[src/hdl/bbpm_pkg.sv]
package bbpm_pkg;

    localparam int unsigned CLK_FREQ_MHZ       = 100;
    localparam int unsigned BUS_QUIET_TIME_MS  = 5;
    localparam int unsigned BUS_QUIET_CYCLES   = BUS_QUIET_TIME_MS * 1000 * CLK_FREQ_MHZ;
    localparam int unsigned RECOVERY_WRITE_PROTECT_TIME_US = 1000;
    localparam int unsigned RECOVERY_WRITE_PROTECT_CYCLES  =
        RECOVERY_WRITE_PROTECT_TIME_US * CLK_FREQ_MHZ;
    localparam int unsigned SECONDS_PER_WEEK   = 604800;

    localparam int unsigned CNT_W              = 32;
    localparam int unsigned DEFAULT_NUM_PINS   = 16;

    localparam int unsigned CMP_BELOW_SO       = 0;
    localparam int unsigned CMP_BELOW_VBAT     = 1;
    localparam int unsigned CMP_VBAT_LOW       = 2;
    localparam int unsigned NUM_CMP            = 3;
    localparam int unsigned SYNC_SETTLE_CYCLES = 4;

    localparam logic [CNT_W-1:0] CNT_ZERO      = 32'h0000_0000;
    localparam logic [CNT_W-1:0] CNT_ONE       = 32'h0000_0001;

    typedef enum logic [1:0] {
        MODE_MAIN,
        MODE_BACKUP,
        MODE_RECOVER
    } supply_mode_t;

endpackage

[src/hdl/low_batt_if.sv]
`timescale 1ns/1ps
`default_nettype none

interface low_batt_if;
    logic check_req;
    logic vbat_low;
    logic battery_alarm_enable;
    logic second_tick;
    logic buffer_read;
    logic irq_n;
    logic alarm_pulse;

    modport ctrl (
        output check_req,
        output vbat_low,
        output battery_alarm_enable,
        output second_tick,
        output buffer_read,
        input  irq_n,
        input  alarm_pulse
    );

    modport mon (
        input  check_req,
        input  vbat_low,
        input  battery_alarm_enable,
        input  second_tick,
        input  buffer_read,
        output irq_n,
        output alarm_pulse
    );
endinterface

`default_nettype wire

[src/hdl/battery_backup_power_mode_ctrl.sv]
// Notes on behaviour
// In backup supply mode every pin output is driven to a defined low state.
// In backup supply mode only the time-keeping clock and its oscillator run.
// Backup mode is entered only when supply is under the switchover threshold and under the battery.
// Backup mode is left at once when supply rises above the battery voltage.
// While supply is under the switchover threshold all external inputs are ignored; the code gates only the pin inputs, not i_irq_buffer_read.
// The time-keeping registers are kept intact for the whole of backup mode.
// After supply returns, register writes stay blocked for the recovery write-protect time.
// After leaving battery supply the serial bus stays silent for at least 5 ms, and the host waits as long.
// At each power-up the battery is checked and an enabled low-battery alarm raises an interrupt pulse.
// While the alarm is enabled the check repeats weekly and alarms again only if still low.
// The active-low interrupt output is pulled low and held until the host reads the source buffer.
// The week is counted from the time-keeping seconds, and no alarm is raised while disabled.
`timescale 1ns/1ps
`default_nettype none

module battery_backup_power_mode_ctrl
    import bbpm_pkg::*;
#(
    parameter int unsigned NUM_PINS               = DEFAULT_NUM_PINS,
    parameter int unsigned BUS_QUIET_CYCLES_P     = BUS_QUIET_CYCLES,
    parameter int unsigned WRITE_PROTECT_CYCLES_P = RECOVERY_WRITE_PROTECT_CYCLES,
    parameter int unsigned WEEK_SECONDS           = SECONDS_PER_WEEK
) (
    input  wire logic                i_clk_sys,
    input  wire logic                i_rst,
    input  wire logic                i_vcc_below_switchover,
    input  wire logic                i_vcc_below_vbat,
    input  wire logic                i_vbat_below_min,
    input  wire logic                i_battery_alarm_enable,
    input  wire logic                i_rtc_second_tick,
    input  wire logic                i_irq_buffer_read,
    input  wire logic [NUM_PINS-1:0] i_pin_in,
    input  wire logic [NUM_PINS-1:0] i_core_pin_out,
    input  wire logic [NUM_PINS-1:0] i_core_pin_oe,
    output logic      [NUM_PINS-1:0] o_core_pin_in,
    output logic      [NUM_PINS-1:0] o_pin_out,
    output logic      [NUM_PINS-1:0] o_pin_oe,
    output logic                     o_backup_mode,
    output logic                     o_core_clk_en,
    output logic                     o_rtc_run,
    output logic                     o_rtc_retain,
    output logic                     o_inputs_ignored,
    output logic                     o_write_blocked,
    output logic                     o_bus_blocked,
    output logic                     o_low_batt_pulse,
    output logic                     o_irq_n_out,
    output logic                     o_irq_n_oe
);

    localparam int unsigned SYNC_W = NUM_CMP + NUM_PINS;
    localparam logic [CNT_W-1:0] BUS_QUIET_LOAD = CNT_W'(BUS_QUIET_CYCLES_P);
    localparam logic [CNT_W-1:0] WRITE_PROT_LOAD = CNT_W'(WRITE_PROTECT_CYCLES_P);

    supply_mode_t mode;
    supply_mode_t next_mode;

    logic [SYNC_W-1:0] sync_in;
    logic [SYNC_W-1:0] sync_s1;
    logic [SYNC_W-1:0] sync_s2;
    logic [SYNC_W-1:0] sync_s3;
    logic [SYNC_W-1:0] sync_filt;

    logic              below_so;
    logic              below_vbat;
    logic              vbat_low;
    logic [NUM_PINS-1:0] pin_in_filt;

    logic [CNT_W-1:0]  bus_cnt;
    logic [CNT_W-1:0]  wp_cnt;
    logic              backup_exit;
    logic              pup_pend;
    logic              pup_evt;
    logic [SYNC_SETTLE_CYCLES-1:0] settle_sr;
    logic              settled;

    low_batt_if lb_bus ();

    // Comparator outputs and pins come from outside the clock's domain.
    // A change is taken only once the second and third stages agree.
    assign sync_in = {i_pin_in, i_vbat_below_min, i_vcc_below_vbat, i_vcc_below_switchover};

    genvar gi;
    generate
        for (gi = 0; gi < SYNC_W; gi++) begin : g_sync
            always_ff @(posedge i_clk_sys or posedge i_rst) begin
                if (i_rst) begin
                    sync_s1[gi]   <= 1'b0;
                    sync_s2[gi]   <= 1'b0;
                    sync_s3[gi]   <= 1'b0;
                    sync_filt[gi] <= 1'b0;
                end else begin
                    sync_s1[gi] <= sync_in[gi];
                    sync_s2[gi] <= sync_s1[gi];
                    sync_s3[gi] <= sync_s2[gi];
                    if (sync_s2[gi] == sync_s3[gi]) begin
                        sync_filt[gi] <= sync_s3[gi];
                    end
                end
            end
        end
    endgenerate

    assign below_so    = sync_filt[CMP_BELOW_SO];
    assign below_vbat  = sync_filt[CMP_BELOW_VBAT];
    assign vbat_low    = sync_filt[CMP_VBAT_LOW];
    assign pin_in_filt = sync_filt[SYNC_W-1:NUM_CMP];

    always_comb begin
        next_mode = mode;
        case (mode)
            MODE_MAIN: begin
                if (below_so && below_vbat) begin
                    next_mode = MODE_BACKUP;
                end
            end
            MODE_BACKUP: begin
                if (!below_vbat) begin
                    next_mode = MODE_RECOVER;
                end
            end
            MODE_RECOVER: begin
                if (below_so && below_vbat) begin
                    next_mode = MODE_BACKUP;
                end else if ((bus_cnt == CNT_ZERO) && (wp_cnt == CNT_ZERO)) begin
                    next_mode = MODE_MAIN;
                end
            end
            default: begin
                next_mode = MODE_MAIN;
            end
        endcase
    end

    always_ff @(posedge i_clk_sys or posedge i_rst) begin
        if (i_rst) begin
            mode <= MODE_MAIN;
        end else begin
            mode <= next_mode;
        end
    end

    assign backup_exit = (mode == MODE_BACKUP) && (next_mode == MODE_RECOVER);

    always_ff @(posedge i_clk_sys or posedge i_rst) begin
        if (i_rst) begin
            bus_cnt <= CNT_ZERO;
        end else if (backup_exit) begin
            bus_cnt <= BUS_QUIET_LOAD;
        end else if (bus_cnt != CNT_ZERO) begin
            bus_cnt <= bus_cnt - CNT_ONE;
        end
    end

    always_ff @(posedge i_clk_sys or posedge i_rst) begin
        if (i_rst) begin
            wp_cnt <= CNT_ZERO;
        end else if (backup_exit) begin
            wp_cnt <= WRITE_PROT_LOAD;
        end else if (wp_cnt != CNT_ZERO) begin
            wp_cnt <= wp_cnt - CNT_ONE;
        end
    end

    // The comparators read as reset values until the synchronisers fill, so the battery check does not trust
    // them before the settle register has seen as many edges as the filter needs.
    always_ff @(posedge i_clk_sys or posedge i_rst) begin
        if (i_rst) begin
            settle_sr <= '0;
        end else begin
            settle_sr <= {settle_sr[SYNC_SETTLE_CYCLES-2:0], 1'b1};
        end
    end

    assign settled = settle_sr[SYNC_SETTLE_CYCLES-1];

    // The battery check runs once the comparators are valid after reset, since a check on
    // their reset values could never see a low battery, and again on every backup exit.
    always_ff @(posedge i_clk_sys or posedge i_rst) begin
        if (i_rst) begin
            pup_pend <= 1'b1;
            pup_evt  <= 1'b0;
        end else begin
            pup_evt  <= (pup_pend && settled && (next_mode != MODE_BACKUP))
                        || backup_exit;
            if (settled) begin
                pup_pend <= 1'b0;
            end
        end
    end

    // Pins are gated one cycle after the mode changes; the glitch-free low is worth the lag.
    always_ff @(posedge i_clk_sys or posedge i_rst) begin
        if (i_rst) begin
            o_pin_out <= '0;
            o_pin_oe  <= '0;
        end else if (mode == MODE_BACKUP) begin
            o_pin_out <= '0;
            o_pin_oe  <= '1;
        end else begin
            o_pin_out <= i_core_pin_out;
            o_pin_oe  <= i_core_pin_oe;
        end
    end

    always_ff @(posedge i_clk_sys or posedge i_rst) begin
        if (i_rst) begin
            o_core_pin_in <= '0;
        end else if (below_so) begin
            o_core_pin_in <= '0;
        end else begin
            o_core_pin_in <= pin_in_filt;
        end
    end

    assign o_backup_mode    = (mode == MODE_BACKUP);
    assign o_core_clk_en    = (mode != MODE_BACKUP);
    assign o_rtc_run        = 1'b1;
    assign o_rtc_retain     = (mode == MODE_BACKUP);
    assign o_inputs_ignored = below_so;
    assign o_write_blocked  = (mode == MODE_BACKUP) || (wp_cnt != CNT_ZERO);
    assign o_bus_blocked    = (mode == MODE_BACKUP) || (bus_cnt != CNT_ZERO);

    // Alarm checks would read stale comparators in backup, so check_req only comes in main or recovery supply; the weekly check still runs in backup.
    assign lb_bus.check_req            = pup_evt;
    assign lb_bus.vbat_low             = vbat_low;
    assign lb_bus.battery_alarm_enable = i_battery_alarm_enable;
    assign lb_bus.second_tick          = i_rtc_second_tick;
    assign lb_bus.buffer_read          = i_irq_buffer_read;

    low_batt_monitor #(
        .WEEK_SECONDS (WEEK_SECONDS)
    ) u_low_batt_monitor (
        .i_clk_sys (i_clk_sys),
        .i_rst     (i_rst),
        .lb        (lb_bus.mon)
    );

    assign o_low_batt_pulse = lb_bus.alarm_pulse;
    assign o_irq_n_out      = 1'b0;
    assign o_irq_n_oe       = !lb_bus.irq_n;
endmodule // battery_backup_power_mode_ctrl

`default_nettype wire

[src/hdl/low_batt_monitor.sv]
`timescale 1ns/1ps
`default_nettype none

module low_batt_monitor
    import bbpm_pkg::*;
#(
    parameter int unsigned WEEK_SECONDS = SECONDS_PER_WEEK
) (
    input  wire logic  i_clk_sys,
    input  wire logic  i_rst,
    low_batt_if.mon    lb
);

    logic [CNT_W-1:0] sec_cnt;
    logic             week_due;
    logic             check_now;
    logic             alarm_pulse;
    logic             irq_latched;

    localparam logic [CNT_W-1:0] WEEK_LAST = CNT_W'(WEEK_SECONDS - 1);

    // The week is counted in whole seconds from the time-keeping tick.
    assign week_due  = lb.battery_alarm_enable && lb.second_tick
                       && (sec_cnt == WEEK_LAST);
    assign check_now = lb.check_req || week_due;

    always_ff @(posedge i_clk_sys or posedge i_rst) begin
        if (i_rst) begin
            sec_cnt <= CNT_ZERO;
        end else if (!lb.battery_alarm_enable) begin
            sec_cnt <= CNT_ZERO;
        end else if (lb.second_tick) begin
            sec_cnt <= week_due ? CNT_ZERO : sec_cnt + CNT_ONE;
        end
    end

    always_ff @(posedge i_clk_sys or posedge i_rst) begin
        if (i_rst) begin
            alarm_pulse <= 1'b0;
        end else begin
            alarm_pulse <= check_now && lb.battery_alarm_enable && lb.vbat_low;
        end
    end

    // A new alarm in the cycle of the buffer read wins, so it is never lost.
    always_ff @(posedge i_clk_sys or posedge i_rst) begin
        if (i_rst) begin
            irq_latched <= 1'b0;
        end else if (alarm_pulse) begin
            irq_latched <= 1'b1;
        end else if (lb.buffer_read) begin
            irq_latched <= 1'b0;
        end
    end

    assign lb.alarm_pulse = alarm_pulse;
    assign lb.irq_n       = !irq_latched;
endmodule // low_batt_monitor

`default_nettype wire

[config.mk]
export PLATFORM = sky130hd
export DESIGN_NAME = battery_backup_power_mode_ctrl
export DESIGN_NICKNAME = d
export VERILOG_FILES = /design/src/hdl/bbpm_pkg.sv /design/src/hdl/low_batt_if.sv /design/src/hdl/battery_backup_power_mode_ctrl.sv /design/src/hdl/low_batt_monitor.sv
export SDC_FILE = /design/constraint.sdc
export NUM_CORES = 1
export LEC_CHECK = 0
export BUFFER_PORTS_ARGS = -buffer_cell sky130_fd_sc_hd__buf_2
export CORE_AREA = 2 2 252 130
export DETAILED_ROUTE_END_ITERATION = 16
export DIE_AREA = 0 0 254 132
export PLACE_DENSITY = 0.57
export SETUP_SLACK_MARGIN = 0.02
export SYNTH_ARGS = -nofsm -noshare
export SYNTH_HDL_FRONTEND = slang
export SYNTH_SLANG_ARGS = --single-unit
[constraint.sdc]
create_clock -name i_clk_sys -period 19.63 [get_ports i_clk_sys]
set_input_delay 4.9075 -clock i_clk_sys [delete_from_list [all_inputs] [get_ports i_clk_sys]]
set_output_delay 4.9075 -clock i_clk_sys [all_outputs]
set_load 0.03 [all_outputs]
==> impl_metrics.json <==
{
  "fin_tns_setup_ns": 0,
  "ir_worst_vdd_mv": 0.0468,
  "post-cts-setup-buffers": 0,
  "n_fill_cell": 3124,
  "wl_mm": 20.2,
  "multi_input_area_mm2": 0.00330,
  "syn_area_per_cell_um2": 11.5,
  "fin_nets": 973,
  "synth_warnings": 0,
  "critical_path_buf_inv_count": 1,
  "yosysTopAreaCell": "dfrtp_1",
  "die_w_um": 254,
  "route.met3.wl_mm": 1.31,
  "critPathArrivalTime_ns": 2.94,
  "numPortBuffers": 111,
  "min_path_cells": 0,
  "r2r_cells": 5,
  "clk_pin_slew_ns": 0.06,
  "wl_met2_mm": 7.80,
  "cap_violations": 0,
  "drt-met1-wl_mm": 10.8,
  "relSlewSlack_pct": 31.7,
  "yosys-top-cells-count": "dfrtp_1 (229), a21oi_1 (51), nand2_1 (47)",
  "async_flop_share_pct": 100,
  "grt_usage_pct": 12.1,
  "synth_top_area_share_pct": 61.7,
  "timing.fmax_mhz": 127,
  "top_layer_used": "met4",
  "clock-sinks": 230,
  "antenna_cells": 0,
  "ys_ff_latch": 230,
  "slowest_stage": "or4_1",
  "area_growth_pct": 18.9,
  "synth_flop_cell": "dfrtp_1",
  "synth_edf_count": 0,
  "synth.most_common_cell": "dfrtp_1",
  "cp-end-kind": "output port",
  "cp-start-kind": "register",
  "clock_path_buffers": 3,
  "core_mm2": 0.0312,
  "final_max_slew_viol_count": 0,
  "start_util_pct": 29.8,
  "grt_pass1_vias": 6074,
  "io_pins": 114,
  "cts_tree": "done",
  "num_vias": 6445,
  "timing.final.crit_share_pct": 40.0,
  "finalHoldViolations": 0,
  "synthTopCellsByArea": "dfrtp_1 (62%), or3_1 (2.8%), a21oi_1 (2.7%)",
  "drtAntennaViolNets": 0,
  "rows": 46,
  "setup_viol": 0,
  "hold_class": "reg -> reg",
  "period_needed_ns": 7.85,
  "synth-seq-area-share_pct": 62.0,
  "tightest_slew_ns": 1.02,
  "wl_per_cell_um": 14.9,
  "hold_buffers": 0,
  "design_power_total_mw": 1.21,
  "antenna_found_initial": 0,
  "gp_congestion": 0.785,
  "crit_path_max_incr_delay_ns": 0.65,
  "drtPass1Iterations": 5,
  "cts_root_buf": "clkbuf_16",
  "drc": 0,
  "cp.depth": 5,
  "leakagePower_nw": 4.70,
  "crit_family": "simple AND/OR/NAND/NOR gates",
  "crit_required_ns": 14.72,
  "dp_hpwl_mm": 13.2,
  "critical_path.cell_chain": "or4_1 > nor4_1 > and3_1 > nand2_1 > buf_2",
  "syn_inst": 807,
  "die-area_mm2": 0.0335,
  "seqCellArea_mm2": 0.00576,
  "drive_above_1_share_pct": 19.5,
  "netlist-cell-type-count": 64,
  "cts-buffers-inserted": 23,
  "netlist_area_mm2": 0.00929,
  "worstSetupPathType": "reg -> out",
  "die_h_um": 132,
  "viasPerCell": 4.74,
  "grt_start_max_net_pins": 89,
  "grt.overflow.total": 0,
  "clock_skew_ns": 0.0102,
  "clock_latency_ns": 0.52,
  "drt-initial-drc-count": 479,
  "rsz0062_at_grt": "false",
  "cts_resized": 0,
  "power_density_mw_per_mm2": 109,
  "htreeDepth": 1,
  "worstPathMaxFanout": 16,
  "grt_pass1_wl_mm": 33.1,
  "status": "finished clean"
}
## stage by stage
| stage | hold slack [ns] | std cells | cell area (µm²) | utilization [%] | setup slack, ns |
|---|---|---|---|---|---|
| after global placement | 0.332 | 1319 | 10300 | 33.0 | 12.39 |
| after floorplan | 0.331 | 808 | 9290 | - | 8.42 |
| after global routing | 0.353 | 1359 | 11000 | 35.4 | 11.54 |
| final | 0.348 | 1359 | 11000 | 35.4 | 11.78 |
| after CTS | 0.347 | 1359 | 11000 | 35.4 | 11.77 |
| after detailed placement | 0.335 | 1319 | 10300 | 33.0 | 12.34 |
## cells by family after synthesis
logic type,share of synthesized area (%)
flip-flops,62.0
multiplexers,0.216
XOR/XNOR,1.60
other,0.0809
AND/OR/NAND/NOR,19.7
adder cells (fa/ha/maj),2.72
AO/OA/AOI/OAI,11.0
buffers and inverters,2.60
## cell usage in the layout (no fill, tap or decap), types with 23 or more instances in the layout
cell,instances
dfrtp_1,229
buf_2,111
a21oi_1,51
nand2_1,47
or3_1,41
o21ai_0,41
nor2_1,35
or4_1,25
nand2b_1,25
clkbuf_16,23
## area by class of cell
cell class	instances	area share, %
Multi-Input combinational cell	521	29.9
Sequential cell	230	52.1
Tap cell	432	4.89
Timing Repair Buffer	120	5.64
Clock inverter	10	1.22
Inverter	16	0.612
Clock buffer	30	5.63
## power breakdown
group	internal, mW	switching [mW]
clock	0.263	0.186
combinational	0.0695	0.127
sequential	0.524	0.0380
total	0.856	0.350
## state kept, by name, indices dropped and copies added, names as in the netlist, 2 cells and up
register                    cells
sync_s2                        19
settle_sr                       4
bus_cnt                        32
u_low_batt_monitor.sec_cnt     32
o_pin_oe                       16
sync_s1                        19
pin_in_filt                    16
sync_s3                        19
mode                            2
wp_cnt                         32
o_core_pin_in                  16
o_pin_out                      16
## path summary, 6_finish.rpt
path                                        start                           to  slack [ns]
min                        settle_sr[2]$_DFF_PP0_       settle_sr[3]$_DFF_PP0_        0.35
min reg2reg                settle_sr[2]$_DFF_PP0_       settle_sr[3]$_DFF_PP0_        0.35
max                         wp_cnt[8]$_DFFE_PP0P_              o_write_blocked       11.78
min in group asynchronous                   i_rst      o_pin_out[13]$_DFF_PP0_        4.47
max reg2reg                 wp_cnt[2]$_DFFE_PP0P_       wp_cnt[25]$_DFFE_PP0P_       16.86
max in group asynchronous                   i_rst  o_core_pin_in[12]$_DFF_PP0_       13.79
## metal layers
metal  vias up  GRT usage [%]
met5         -              0
met4         0           2.71
met3        23           3.00
met2       168           15.6
met1      3146           19.7
li1       3108              -
No activity file was read; power rests on OpenSTA's default activity.
